### src/rtl/lt_err_pkg.sv
// Constants for the logical/transport error register pair
package lt_err_pkg;

    // ********************************
    // Register map
    // ********************************
    localparam logic [15:0] ADDR_BLOCK_HEADER = 16'h2000;
    localparam logic [15:0] ADDR_ERROR_DETECT = 16'h2008;

    // ********************************
    // Block header fields
    // ********************************
    localparam logic [15:0] NEXT_BLOCK_POINTER = 16'h0000;
    localparam logic [15:0] FEATURE_IDENTIFIER = 16'h0007;

    // ********************************
    // Detect bit positions
    // ********************************
    localparam int BIT_IO_ERR_RESP     = 31;
    localparam int BIT_MSG_ERR_RESP    = 30;
    localparam int BIT_BAD_MSG_FORMAT  = 28;
    localparam int BIT_ILLEGAL_FIELDS  = 27;
    localparam int BIT_MESSAGE_REQUEST_TIMEOUT_FLAG = 25;
    localparam int BIT_RESP_TIMEOUT    = 24;
    localparam int BIT_UNEXPECTED_RESP = 23;
    localparam int BIT_UNSUPPORTED     = 22;
    localparam int BIT_RX_QUEUE_BLOCK  = 7;
    localparam int BIT_DMA_BLOCK       = 6;

    localparam logic [31:0] DETECT_MASK  = 32'hdbc000c0;
    localparam logic [31:0] DETECT_RESET = 32'h00000000;

endpackage : lt_err_pkg

### src/rtl/lt_error_detect.sv
// APB register pair for logical/transport error reporting
//
// Implementation choice: the APB register port.
`timescale 1ns/1ps

module lt_error_detect (
    input  wire logic        pclk,
    input  wire logic        presetn,
    input  wire logic        psel,
    input  wire logic        penable,
    input  wire logic        pwrite,
    input  wire logic [15:0] paddr,
    input  wire logic [31:0] pwdata,
    input  wire logic [3:0]  pstrb,
    output logic      [31:0] prdata,
    output logic             pready,
    output logic             pslverr,
    input  wire logic        load_store_unit_error_resp,
    input  wire logic        message_transmit_unit_error_resp,
    input  wire logic        message_receive_unit_bad_format,
    input  wire logic        load_store_unit_illegal_fields,
    input  wire logic        message_transmit_unit_illegal_fields,
    input  wire logic        memory_access_unit_illegal_fields,
    input  wire logic        message_receive_unit_illegal_fields,
    input  wire logic        message_receive_unit_req_timeout,
    input  wire logic        load_store_unit_resp_timeout,
    input  wire logic        message_transmit_unit_resp_timeout,
    input  wire logic        load_store_unit_unexpected_resp,
    input  wire logic        message_transmit_unit_unexpected_resp,
    input  wire logic        memory_access_unit_unsupported,
    input  wire logic        message_receive_unit_queue_block,
    input  wire logic        memory_access_unit_dma_blocked,
    output logic      [31:0] error_detect
);
    import lt_err_pkg::*;

    // ********************************
    // Decode
    // ********************************
    function automatic logic [31:0] byte_mask(input logic [3:0] s);
        byte_mask = {{8{s[3]}}, {8{s[2]}}, {8{s[1]}}, {8{s[0]}}};
    endfunction : byte_mask

    logic        setup;
    logic        access;
    logic        hit_header;
    logic        hit_detect;
    logic [31:0] set_vec;
    logic [31:0] clear_vec;
    logic [31:0] flags;
    logic [31:0] next_prdata;

    // Answer in the first access cycle, so no wait states
    assign setup      = psel && !penable;
    assign access     = psel && penable;
    assign hit_header = (paddr == ADDR_BLOCK_HEADER);
    assign hit_detect = (paddr == ADDR_ERROR_DETECT);

    // ********************************
    // Event collection
    // ********************************
    always_comb begin
        set_vec = 32'h00000000;
        set_vec[BIT_IO_ERR_RESP]     = load_store_unit_error_resp;
        set_vec[BIT_MSG_ERR_RESP]    = message_transmit_unit_error_resp;
        set_vec[BIT_BAD_MSG_FORMAT]  = message_receive_unit_bad_format;
        set_vec[BIT_ILLEGAL_FIELDS]  = load_store_unit_illegal_fields
            | message_transmit_unit_illegal_fields
            | memory_access_unit_illegal_fields
            | message_receive_unit_illegal_fields;
        set_vec[BIT_MESSAGE_REQUEST_TIMEOUT_FLAG] = message_receive_unit_req_timeout;
        set_vec[BIT_RESP_TIMEOUT]    = load_store_unit_resp_timeout
            | message_transmit_unit_resp_timeout;
        set_vec[BIT_UNEXPECTED_RESP] = load_store_unit_unexpected_resp
            | message_transmit_unit_unexpected_resp;
        set_vec[BIT_UNSUPPORTED]     = memory_access_unit_unsupported;
        set_vec[BIT_RX_QUEUE_BLOCK]  = message_receive_unit_queue_block;
        set_vec[BIT_DMA_BLOCK]       = memory_access_unit_dma_blocked;
    end

    // Only written zeros in enabled lanes clear; ones do nothing
    always_comb begin
        clear_vec = 32'h00000000;
        if (setup && pwrite && hit_detect) begin
            clear_vec = ~pwdata & byte_mask(pstrb) & DETECT_MASK;
        end
    end

    lt_err_sticky u_sticky (
        .pclk      (pclk),
        .presetn   (presetn),
        .set_vec   (set_vec),
        .clear_vec (clear_vec),
        .flags     (flags)
    );

    // ********************************
    // Read path
    // ********************************
    always_comb begin
        next_prdata = 32'h00000000;
        if (hit_header) begin
            next_prdata = {NEXT_BLOCK_POINTER, FEATURE_IDENTIFIER};
        end else if (hit_detect) begin
            next_prdata = flags & DETECT_MASK;
        end
    end

    always_ff @(posedge pclk or negedge presetn) begin
        if (!presetn) begin
            prdata  <= 32'h00000000;
            pready  <= 1'b0;
            pslverr <= 1'b0;
        end else begin
            pready  <= setup;
            pslverr <= setup && !(hit_header || hit_detect);
            prdata  <= (setup && !pwrite) ? next_prdata : 32'h00000000;
        end
    end

    always_ff @(posedge pclk or negedge presetn) begin
        if (!presetn) begin
            error_detect <= DETECT_RESET;
        end else begin
            error_detect <= flags;
        end
    end

    // ********************************
    // Checks
    // ********************************
    property p_header_ro;
        @(posedge pclk) disable iff (!presetn)
        (access && pready && !pwrite && hit_header)
            |-> prdata == {NEXT_BLOCK_POINTER, FEATURE_IDENTIFIER};
    endproperty
    a_header_ro: assert property (p_header_ro)
        else $error("header read value wrong");

    property p_reserved_zero;
        @(posedge pclk) disable iff (!presetn)
        (flags & ~DETECT_MASK) == 32'h00000000;
    endproperty
    a_reserved_zero: assert property (p_reserved_zero)
        else $error("reserved detect bit set");

    property p_io_set;
        @(posedge pclk) disable iff (!presetn)
        load_store_unit_error_resp |=> flags[BIT_IO_ERR_RESP];
    endproperty
    a_io_set: assert property (p_io_set)
        else $error("io error response not recorded");

    property p_illegal_set;
        @(posedge pclk) disable iff (!presetn)
        (memory_access_unit_illegal_fields
         || message_transmit_unit_illegal_fields)
            |=> flags[BIT_ILLEGAL_FIELDS];
    endproperty
    a_illegal_set: assert property (p_illegal_set)
        else $error("illegal fields not recorded");

    property p_timeout_set;
        @(posedge pclk) disable iff (!presetn)
        (load_store_unit_resp_timeout || message_transmit_unit_resp_timeout)
            |=> flags[BIT_RESP_TIMEOUT];
    endproperty
    a_timeout_set: assert property (p_timeout_set)
        else $error("response timeout not recorded");

    property p_dma_set;
        @(posedge pclk) disable iff (!presetn)
        memory_access_unit_dma_blocked ##1 !(setup && pwrite && hit_detect)
            |=> flags[BIT_DMA_BLOCK];
    endproperty
    a_dma_set: assert property (p_dma_set)
        else $error("dma block flag lost");

    property p_sticky;
        @(posedge pclk) disable iff (!presetn)
        (flags[BIT_UNSUPPORTED] && !(setup && pwrite && hit_detect))
            |=> flags[BIT_UNSUPPORTED];
    endproperty
    a_sticky: assert property (p_sticky)
        else $error("flag dropped without a clear");

    property p_clear_zero;
        @(posedge pclk) disable iff (!presetn)
        (setup && pwrite && hit_detect && pstrb[3]
         && !pwdata[BIT_IO_ERR_RESP] && !load_store_unit_error_resp)
            |=> !flags[BIT_IO_ERR_RESP];
    endproperty
    a_clear_zero: assert property (p_clear_zero)
        else $error("write zero did not clear");

    property p_write_one;
        @(posedge pclk) disable iff (!presetn)
        (setup && pwrite && hit_detect && pwdata[BIT_RX_QUEUE_BLOCK]
         && !message_receive_unit_queue_block)
            |=> flags[BIT_RX_QUEUE_BLOCK] == $past(flags[BIT_RX_QUEUE_BLOCK]);
    endproperty
    a_write_one: assert property (p_write_one)
        else $error("write one changed a flag");

    property p_set_wins;
        @(posedge pclk) disable iff (!presetn)
        (setup && pwrite && hit_detect && message_receive_unit_queue_block)
            |=> flags[BIT_RX_QUEUE_BLOCK];
    endproperty
    a_set_wins: assert property (p_set_wins)
        else $error("set lost to clear");

    property p_ready_one;
        @(posedge pclk) disable iff (!presetn)
        setup |=> pready ##1 !pready;
    endproperty
    a_ready_one: assert property (p_ready_one)
        else $error("pready not a single cycle");

    // ********************************
    // Event and transfer checks
    // ********************************
    property p_msg_resp_set;
        @(posedge pclk) disable iff (!presetn)
        message_transmit_unit_error_resp |=> flags[BIT_MSG_ERR_RESP];
    endproperty
    a_msg_resp_set: assert property (p_msg_resp_set)
        else $error("message error response not recorded");

    property p_format_set;
        @(posedge pclk) disable iff (!presetn)
        message_receive_unit_bad_format |=> flags[BIT_BAD_MSG_FORMAT];
    endproperty
    a_format_set: assert property (p_format_set)
        else $error("bad message format not recorded");

    property p_req_illegal_set;
        @(posedge pclk) disable iff (!presetn)
        (load_store_unit_illegal_fields || message_receive_unit_illegal_fields)
            |=> flags[BIT_ILLEGAL_FIELDS];
    endproperty
    a_req_illegal_set: assert property (p_req_illegal_set)
        else $error("illegal fields not recorded");

    property p_req_timeout_set;
        @(posedge pclk) disable iff (!presetn)
        message_receive_unit_req_timeout |=> flags[BIT_MESSAGE_REQUEST_TIMEOUT_FLAG];
    endproperty
    a_req_timeout_set: assert property (p_req_timeout_set)
        else $error("message request timeout not recorded");

    property p_unexpected_set;
        @(posedge pclk) disable iff (!presetn)
        (load_store_unit_unexpected_resp
         || message_transmit_unit_unexpected_resp)
            |=> flags[BIT_UNEXPECTED_RESP];
    endproperty
    a_unexpected_set: assert property (p_unexpected_set)
        else $error("unexpected response not recorded");

    property p_unsupported_set;
        @(posedge pclk) disable iff (!presetn)
        memory_access_unit_unsupported |=> flags[BIT_UNSUPPORTED];
    endproperty
    a_unsupported_set: assert property (p_unsupported_set)
        else $error("unsupported transaction not recorded");

    property p_queue_block_set;
        @(posedge pclk) disable iff (!presetn)
        message_receive_unit_queue_block |=> flags[BIT_RX_QUEUE_BLOCK];
    endproperty
    a_queue_block_set: assert property (p_queue_block_set)
        else $error("receive queue block not recorded");

    // A stray set would hide the first real error from software
    property p_io_quiet;
        @(posedge pclk) disable iff (!presetn)
        (!flags[BIT_IO_ERR_RESP] && !load_store_unit_error_resp)
            |=> !flags[BIT_IO_ERR_RESP];
    endproperty
    a_io_quiet: assert property (p_io_quiet)
        else $error("io error flag rose without an event");

    property p_set_all;
        @(posedge pclk) disable iff (!presetn)
        (set_vec != 32'h00000000)
            |=> (flags & $past(set_vec)) == $past(set_vec);
    endproperty
    a_set_all: assert property (p_set_all)
        else $error("event lost from the detect register");

    property p_detect_read;
        @(posedge pclk) disable iff (!presetn)
        (access && pready && !pwrite && hit_detect)
            |-> (prdata == $past(flags))
                && ((prdata & ~DETECT_MASK) == 32'h00000000);
    endproperty
    a_detect_read: assert property (p_detect_read)
        else $error("detect read value wrong");

    property p_mirror;
        @(posedge pclk) disable iff (!presetn)
        error_detect == $past(flags);
    endproperty
    a_mirror: assert property (p_mirror)
        else $error("detect output does not follow the flags");

    property p_write_quiet;
        @(posedge pclk) disable iff (!presetn)
        (access && pready && pwrite) |-> prdata == 32'h00000000;
    endproperty
    a_write_quiet: assert property (p_write_quiet)
        else $error("read data driven during a write");

    // Unmapped addresses answer with an error and no data
    property p_unmapped_err;
        @(posedge pclk) disable iff (!presetn)
        (setup && !(hit_header || hit_detect))
            |=> pready && pslverr && prdata == 32'h00000000;
    endproperty
    a_unmapped_err: assert property (p_unmapped_err)
        else $error("unmapped address not refused");

    property p_mapped_ok;
        @(posedge pclk) disable iff (!presetn)
        (setup && (hit_header || hit_detect)) |=> pready && !pslverr;
    endproperty
    a_mapped_ok: assert property (p_mapped_ok)
        else $error("error reported for a mapped register");

    c_header_read: cover property (@(posedge pclk) disable iff (!presetn)
        access && pready && !pwrite && hit_header);
    c_clear: cover property (@(posedge pclk) disable iff (!presetn)
        access && pwrite && hit_detect && flags != 32'h00000000);
    c_collide: cover property (@(posedge pclk) disable iff (!presetn)
        setup && pwrite && hit_detect && |set_vec);
    c_unmapped: cover property (@(posedge pclk) disable iff (!presetn)
        pready && pslverr);

endmodule : lt_error_detect

### src/rtl/lt_err_sticky.sv
// Sticky flag bank: hardware set wins over software clear
`timescale 1ns/1ps
module lt_err_sticky (
    input  wire logic        pclk,
    input  wire logic        presetn,
    input  wire logic [31:0] set_vec,
    input  wire logic [31:0] clear_vec,
    output logic      [31:0] flags
);
    import lt_err_pkg::*;

    // ********************************
    // Flag storage
    // ********************************
    always_ff @(posedge pclk or negedge presetn) begin
        if (!presetn) begin
            flags <= DETECT_RESET;
        end else begin
            // Set after clear, so a same-cycle event survives
            flags <= ((flags & ~clear_vec) | set_vec) & DETECT_MASK;
        end
    end

endmodule : lt_err_sticky

### config.mk
export PLATFORM = sky130hd
export DESIGN_NAME = lt_error_detect
export DESIGN_NICKNAME = d
export VERILOG_FILES = /design/src/rtl/lt_err_pkg.sv /design/src/rtl/lt_error_detect.sv /design/src/rtl/lt_err_sticky.sv
export SDC_FILE = /design/constraint.sdc
export NUM_CORES = 1
export LEC_CHECK = 0
export BUFFER_PORTS_ARGS = -buffer_cell sky130_fd_sc_hd__buf_2
export CAP_MARGIN = 5
export CELL_PAD_IN_SITES_DETAIL_PLACEMENT = 1
export CELL_PAD_IN_SITES_GLOBAL_PLACEMENT = 1
export CORE_MARGIN = 5
export CORE_UTILIZATION = 27
export CTS_BUF_LIST = sky130_fd_sc_hd__clkbuf_16
export CTS_CLUSTER_DIAMETER = 60
export DETAILED_ROUTE_END_ITERATION = 10
export PLACE_DENSITY_LB_ADDON = 0.1
export SYNTH_ARGS = -nofsm -noshare
export SYNTH_HDL_FRONTEND = slang
export SYNTH_SLANG_ARGS = --single-unit
### constraint.sdc
create_clock -name pclk -period 1.29 [get_ports pclk]
set_input_delay 0.129 -clock pclk [delete_from_list [all_inputs] [get_ports pclk]]
set_output_delay 0.129 -clock pclk [all_outputs]
set_load 0.05 [all_outputs]
==> impl_results.md, run 1 <==
- Placed Area: 0.00185 mm²
- Power share of the clock group: 46.5%
- Die Ht: 85.1 µm
- Largest net degree at the start of global routing: 34
- Sequential share of the synthesized area: 54.2%
- Pwr Density: 1350 mW/mm²
- Gate Count Post-Synth: 135
- Most common cell after layout, fill and taps aside: buf_2
- RSZ-0062 raised after global routing: false
- R2R Path End: u_sticky.flags[23]$_DFF_PN0_
- GPL Wtd Cong: 0.704
- Synth area leader: dfrtp_1
- Worst Path Arrival: 1330 ps
- CTS tree: done
- Most frequent cells in the layout: buf_2 (73), conb_1 (41), dfrtp_1 (33), nor2_1 (14)
- Min-Delay Path Class: in -> reg
- Internal: 2.01 mW
- Critical Path RT: 1490 ps
- Switching power: 717 µW
- CTS H-tree depth: 2
- Detail Placement HPWL: 3180 µm
- Static Leak: 1.01 nW
- R2r worst-path depth: 2
- #FFs+latches synth: 33
- Number of fill cells: 669
- Initial Util: 27.7%
- CTS Buffer Depth: 2
- CTS Root Cell: clkbuf_16
- Hold path cells: 2
- Max Cap Viol: 0
- Clock Skew: 1.17 ps
- Total chip power: 2.72 mW
- Worst hold path endpoint: prdata[2]$_DFF_PN0_
- GRT Total Usage: 10.2%
- Wirelength per Cell: 12.8 µm
- Critical Path Source Type: input port
- Vias in the first global route: 1236
- Post-CTS Setup Inserts: 0
- # IOs: 138
- Post-route ant nets: 0
- Final min period: 1130 ps
- Top-area cell type share of the netlist area: 54.2%
- Switch share: 26.3%
- Synth warn: 0
- Netlist Area Pre-Place: 0.00152 mm²
- # setup viols final: 0
- Max FO, Critical Path: 10
- Register share of total power: 38.2%
- Ratio of cells with drive above 1 in the final layout: 41.8%
- Final worst path period share: 87.8%
- Number of hold violations in the final report: 0
- Clock Latency Late Sink: 270 ps
- Cts bufs inserted: 5
- Worst reg2reg startpoint: u_sticky.flags[23]$_DFF_PN0_
- DIE AREA: 0.00724 mm²
- Max-slew violation count: 0
- Fin util: 36.7%
- Placed instance count: 283
- Post-synth cell types: 20
- Critical path class: in -> reg
- Drt via density: 3.79
- Hold Path Origin: paddr[3]
- Fmax: 883 MHz
- Non-Filler Instances: 292
- PortBufs: 73
- Area grow syn2layout: 32.9%
- Overflow after GRT: 0
- Combinational share of power: 15.3%
- R2r setup slk: 510 ps
- First-pass GRT wire length: 5890 µm
- Die X: 85.1 µm
- Vias: 1107
- Clock transition at path regs: 50 ps
- Initial antenna violation count: 0
- Ant. Diodes: 0
- Nets@finish: 291
- Mapped Avg Cell Area: 11.3 µm²
- Status: finished, final reports clean
- First-pass DRT Iterations: 2
- Crit. End Element: flop
- Initial DRC count: 16
- Num rows: 27
- Peak supply drop: 589 µV
- Post-route cell area: 0.00202 mm²
- Sink Count: 33
- Post-Route WL: 3730 µm
- Total core area: 0.00551 mm²
- DRC: 0
- Synth top area cells: dfrtp_1 (54%), buf_4 (21%), and2_1 (4.1%)
==> kinds of logic after synthesis <==
| logic type | synth area share (%) |
|---|---|
| compound gates | 3.29 |
| simple gates | 20.5 |
| flops | 54.2 |
| buf+inv | 21.7 |
| other cells | 0.246 |
==> per-stage QoR <==
step / hold slack, ps / setup slack (ps) / TNS [ps]
floorplan: -167 / 105 / 0
global placement: 175 / -120 / -1660
detailed placement: 178 / -145 / -2010
CTS: 46.9 / 124 / 0
global route: 65.3 / 15.3 / 0
finish: 54.8 / 157 / 0
==> critical path, stage by stage <==
cell,delay [ps]
buf_2,90
nor3_1,320
nand4_2,200
nor4b_4,270
buf_4,190
and2_1,140
==> power by group through the flow <==
stage	combinational, mW	clock (mW)	sequential [mW]
after floorplan	0.380	0	1.07
after global placement	0.406	0	1.06
after detailed placement	0.413	0	1.06
after CTS	0.415	1.32	1.04
after global routing	0.444	1.36	1.04
final	0.417	1.27	1.04
==> cell type report <==
cell class	count	area, µm²	area share (%)
inverter	2	7.51	0.371
clock buffer	5	125	6.18
tap	72	90.1	4.45
multi-input combinational	97	517	25.5
timing repair buffer	80	420	20.8
clock inverter	3	37.5	1.86
sequential	33	826	40.8
==> repair_timing <==
item / 4_1_cts / 5_1_grt
hold endpoints to repair: 33 / 0
resized for setup: 0 / 0
hold buffers: 1 / 0
==> state kept, by name, summed over array words and instances, names as in the netlist <==
signal,flops
pslverr,1
error_detect,10
u_sticky.flags,10
pready,1
prdata,11
==> per-layer routing <==
layer  vias to the layer above  part of all wire, %  GRT usage (%)
li1                        528                    -              -
met1                       516                   35           11.0
met2                        61                   55           18.5
met3                         2                  9.4           4.08
met4                         0                 0.43           2.59
met5                         -                    0              0
==> worst max-delay path by stage <==
| stage | to | startpoint | slack, ps | cells after the start |
|---|---|---|---|---|
| final | prdata[7]$_DFF_PN0_ | paddr[14] | 160 | 6 |
| after global routing | prdata[23]$_DFF_PN0_ | paddr[14] | 20 | 6 |
| after CTS | prdata[7]$_DFF_PN0_ | paddr[14] | 120 | 6 |
| after detailed placement | prdata[7]$_DFF_PN0_ | paddr[14] | -150 | 6 |
| after global placement | prdata[6]$_DFF_PN0_ | paddr[10] | -120 | 6 |
| after floorplan | prdata[22]$_DFF_PN0_ | paddr[10] | 100 | 4 |
==> cells in the mapped netlist <==
cell type  count
conb_1         1
nand4_2        1
nand2b_1       1
nand4_1        1
dfrtp_1       33
nor3b_1        3
or4_1          1
inv_1          2
buf_4         43
nor3_1         4
nor3_2         1
nor4b_1        1
and2_1        10
nor4b_4        2
and2_2         1
a21oi_1       10
nor2_1        14
nor4_1         3
nor4_2         2
nand3_1        1
No activity file was read; power rests on OpenSTA's default activity.
==> run 2, diff against run 1 <==
--- a/config.mk
+++ b/config.mk
@@ -7,14 +7,12 @@
 export LEC_CHECK = 0
 export BUFFER_PORTS_ARGS = -buffer_cell sky130_fd_sc_hd__buf_2
 export CAP_MARGIN = 5
-export CELL_PAD_IN_SITES_DETAIL_PLACEMENT = 1
-export CELL_PAD_IN_SITES_GLOBAL_PLACEMENT = 1
 export CORE_MARGIN = 5
-export CORE_UTILIZATION = 27
+export CORE_UTILIZATION = 40
 export CTS_BUF_LIST = sky130_fd_sc_hd__clkbuf_16
 export CTS_CLUSTER_DIAMETER = 60
 export DETAILED_ROUTE_END_ITERATION = 10
-export PLACE_DENSITY_LB_ADDON = 0.1
+export PLACE_DENSITY = 0.85
 export SYNTH_ARGS = -nofsm -noshare
 export SYNTH_HDL_FRONTEND = slang
 export SYNTH_SLANG_ARGS = --single-unit
==> run 2 against run 1 <==
Net effect:
- fmax fell by 0.90%
- combinational power about the same
- setup slack worse by 10 ps
- sequential cell count unchanged
- core utilization rose by 17 points
- cell count shrank 8.6%
- largest cell class unchanged
==> impl_results.md, run 2 (synthesis results as in run 1) <==
- First-pass DRT Iterations: 2
- Critical Path Stages: 6
- Total core area: 0.00369 mm²
- Vias in the first global route: 1064
- CTS H-tree depth: 2
- Max-slew violation count: 0
- Non-Filler Instances: 267
- DIE AREA: 0.00514 mm²
- Drt via density: 4.15
- Crit. End Element: flop
- Clock Latency Late Sink: 270 ps
- Crit-path cells: buf_2 > nor4b_4 > nand4_2 > nor4b_4 > buf_4 > and2_1
- Reg with most FFs: prdata
- CTS tree: done
- Slew HR: 54.8%
- Placed instance count: 258
- Max Cap Viol: 0
- Register area: 826 µm²
- CP delay by family, top: simple AND/OR/NAND/NOR gates
- CTS Buffer Depth: 2
- Largest net degree at the start of global routing: 34
- Met2 wire length: 1700 µm
- Pwr Density: 1370 mW/mm²
- Ratio of cells with drive above 1 in the final layout: 41.6%
- Most frequent cells in the layout: buf_2 (73), conb_1 (41), dfrtp_1 (33), nor2_1 (14)
- # resized after CTS: 0
- Final worst path period share: 88.6%
- CP max-delay cell: nor4b_4
- Peak supply drop: 575 µV
- Hold path cells: 2
- Sink Count: 33
- Wirelength per Cell: 11.9 µm
- R2r worst-path depth: 2
- CTS Root Cell: clkbuf_16
- Nets@finish: 290
- Hold buffer count at cts: 1
- Cts bufs inserted: 5
- Ant. Diodes: 0
- Num rows: 22
- Number of hold violations in the final report: 0
- RSZ-0062 raised after global routing: false
- GRT Total Usage: 12.0%
- Clock Skew: 4.10 ps
- Most common cell after layout, fill and taps aside: buf_2
- Pre-CTS WS: -133 ps
- Critical path class: in -> reg
- Max FO, Critical Path: 10
- Status: finished, final reports clean
- Post-Route WL: 3170 µm
- Footprint of the multi-input gates: 517 µm²
- Clock transition at path regs: 50 ps
- Worst Path Arrival: 1350 ps
- Min-Delay Path Class: in -> reg
- Crit-path max cell delay: 310 ps
- Number of fill cells: 328
- PortBufs: 73
- WL met3: 403 µm
- Initial DRC count: 50
- First-pass GRT wire length: 4730 µm
- Initial antenna violation count: 0
- Detail Placement HPWL: 2530 µm
- DRC: 0
- GPL Wtd Cong: 0.694
- Final min period: 1140 ps
- Critical Path Source Type: input port
- Overflow after GRT: 0
- Die Ht: 71.7 µm
- Area grow syn2layout: 30.4%
- Worst path bufs/invs: 2
- Vias: 1107
- Critical Path RT: 1490 ps
- Max FFs per register: 11
- Top layer in use: met4
- Final WS setup: 147 ps
- Fmax: 875 MHz
- # setup viols final: 0
- Die X: 71.7 µm
- Initial Util: 41.3%
- Post-CTS Setup Inserts: 0
- Most used cell, CP: nor4b_4
- Worst-Margin Slew: 679 ps
- Met1 wire length: 1030 µm
- Post-route ant nets: 0
- Top Registers: prdata: 11 flops, error_detect: 10 flops, u_sticky.flags: 10 flops
- # IOs: 138
- Static Leak: 1.01 nW
==> run 2: cell count changes in the layout (fill, tap and decap cells not counted), sizes merged <==
cell	previous run	this run
buf	79	78
==> run 2: cell type report <==
cell class	count	area share, %
Inverter	2	0.378
Tap cell	48	3.02
Clock inverter	3	1.89
Clock buffer	5	6.30
Sequential cell	33	41.6
Multi-Input combinational cell	97	26.0
Timing Repair Buffer	79	20.8
==> run 2: per-layer routing <==
| layer | up-vias | global-route usage [%] |
|---|---|---|
| met2 | 67 | 21.8 |
| met4 | 0 | 5.01 |
| li1 | 532 | - |
| met1 | 503 | 12.5 |
| met5 | - | 0 |
| met3 | 5 | 4.21 |
==> run 2: path summary, 6_finish.rpt <==
path	slack, ps	startpoint	endpoint
min in group asynchronous	450	presetn	prdata[24]$_DFF_PN0_
max reg2reg	530	u_sticky.flags[23]$_DFF_PN0_	u_sticky.flags[23]$_DFF_PN0_
min	50	paddr[3]	prdata[2]$_DFF_PN0_
max in group asynchronous	400	presetn	u_sticky.flags[22]$_DFF_PN0_
max	150	paddr[10]	prdata[27]$_DFF_PN0_
min reg2reg	380	u_sticky.flags[7]$_DFF_PN0_	error_detect[7]$_DFF_PN0_
==> run 2: power by group <==
part           switching, mW  internal, mW
Sequential           0.00111          1.04
Clock                  0.375         0.894
Combinational          0.342        0.0716
Total                  0.718          2.01
==> run 2: per-stage QoR <==
| step | setup TNS, ps | hold WS, ps | util, % | total power [mW] | cell area [µm²] |
|---|---|---|---|---|---|
| finish | 0 | 54.8 | 53.8 | 2.72 | 1990 |
| global route | 0 | 58.0 | 53.8 | 2.82 | 1990 |
| CTS | 0 | 53.8 | 53.8 | 2.75 | 1990 |
| detailed placement | -1400 | 204 | 49.2 | 1.47 | 1810 |
| global placement | -1320 | 195 | 49.2 | 1.46 | 1810 |
| floorplan | 0 | -167 | - | 1.45 | 1670 |
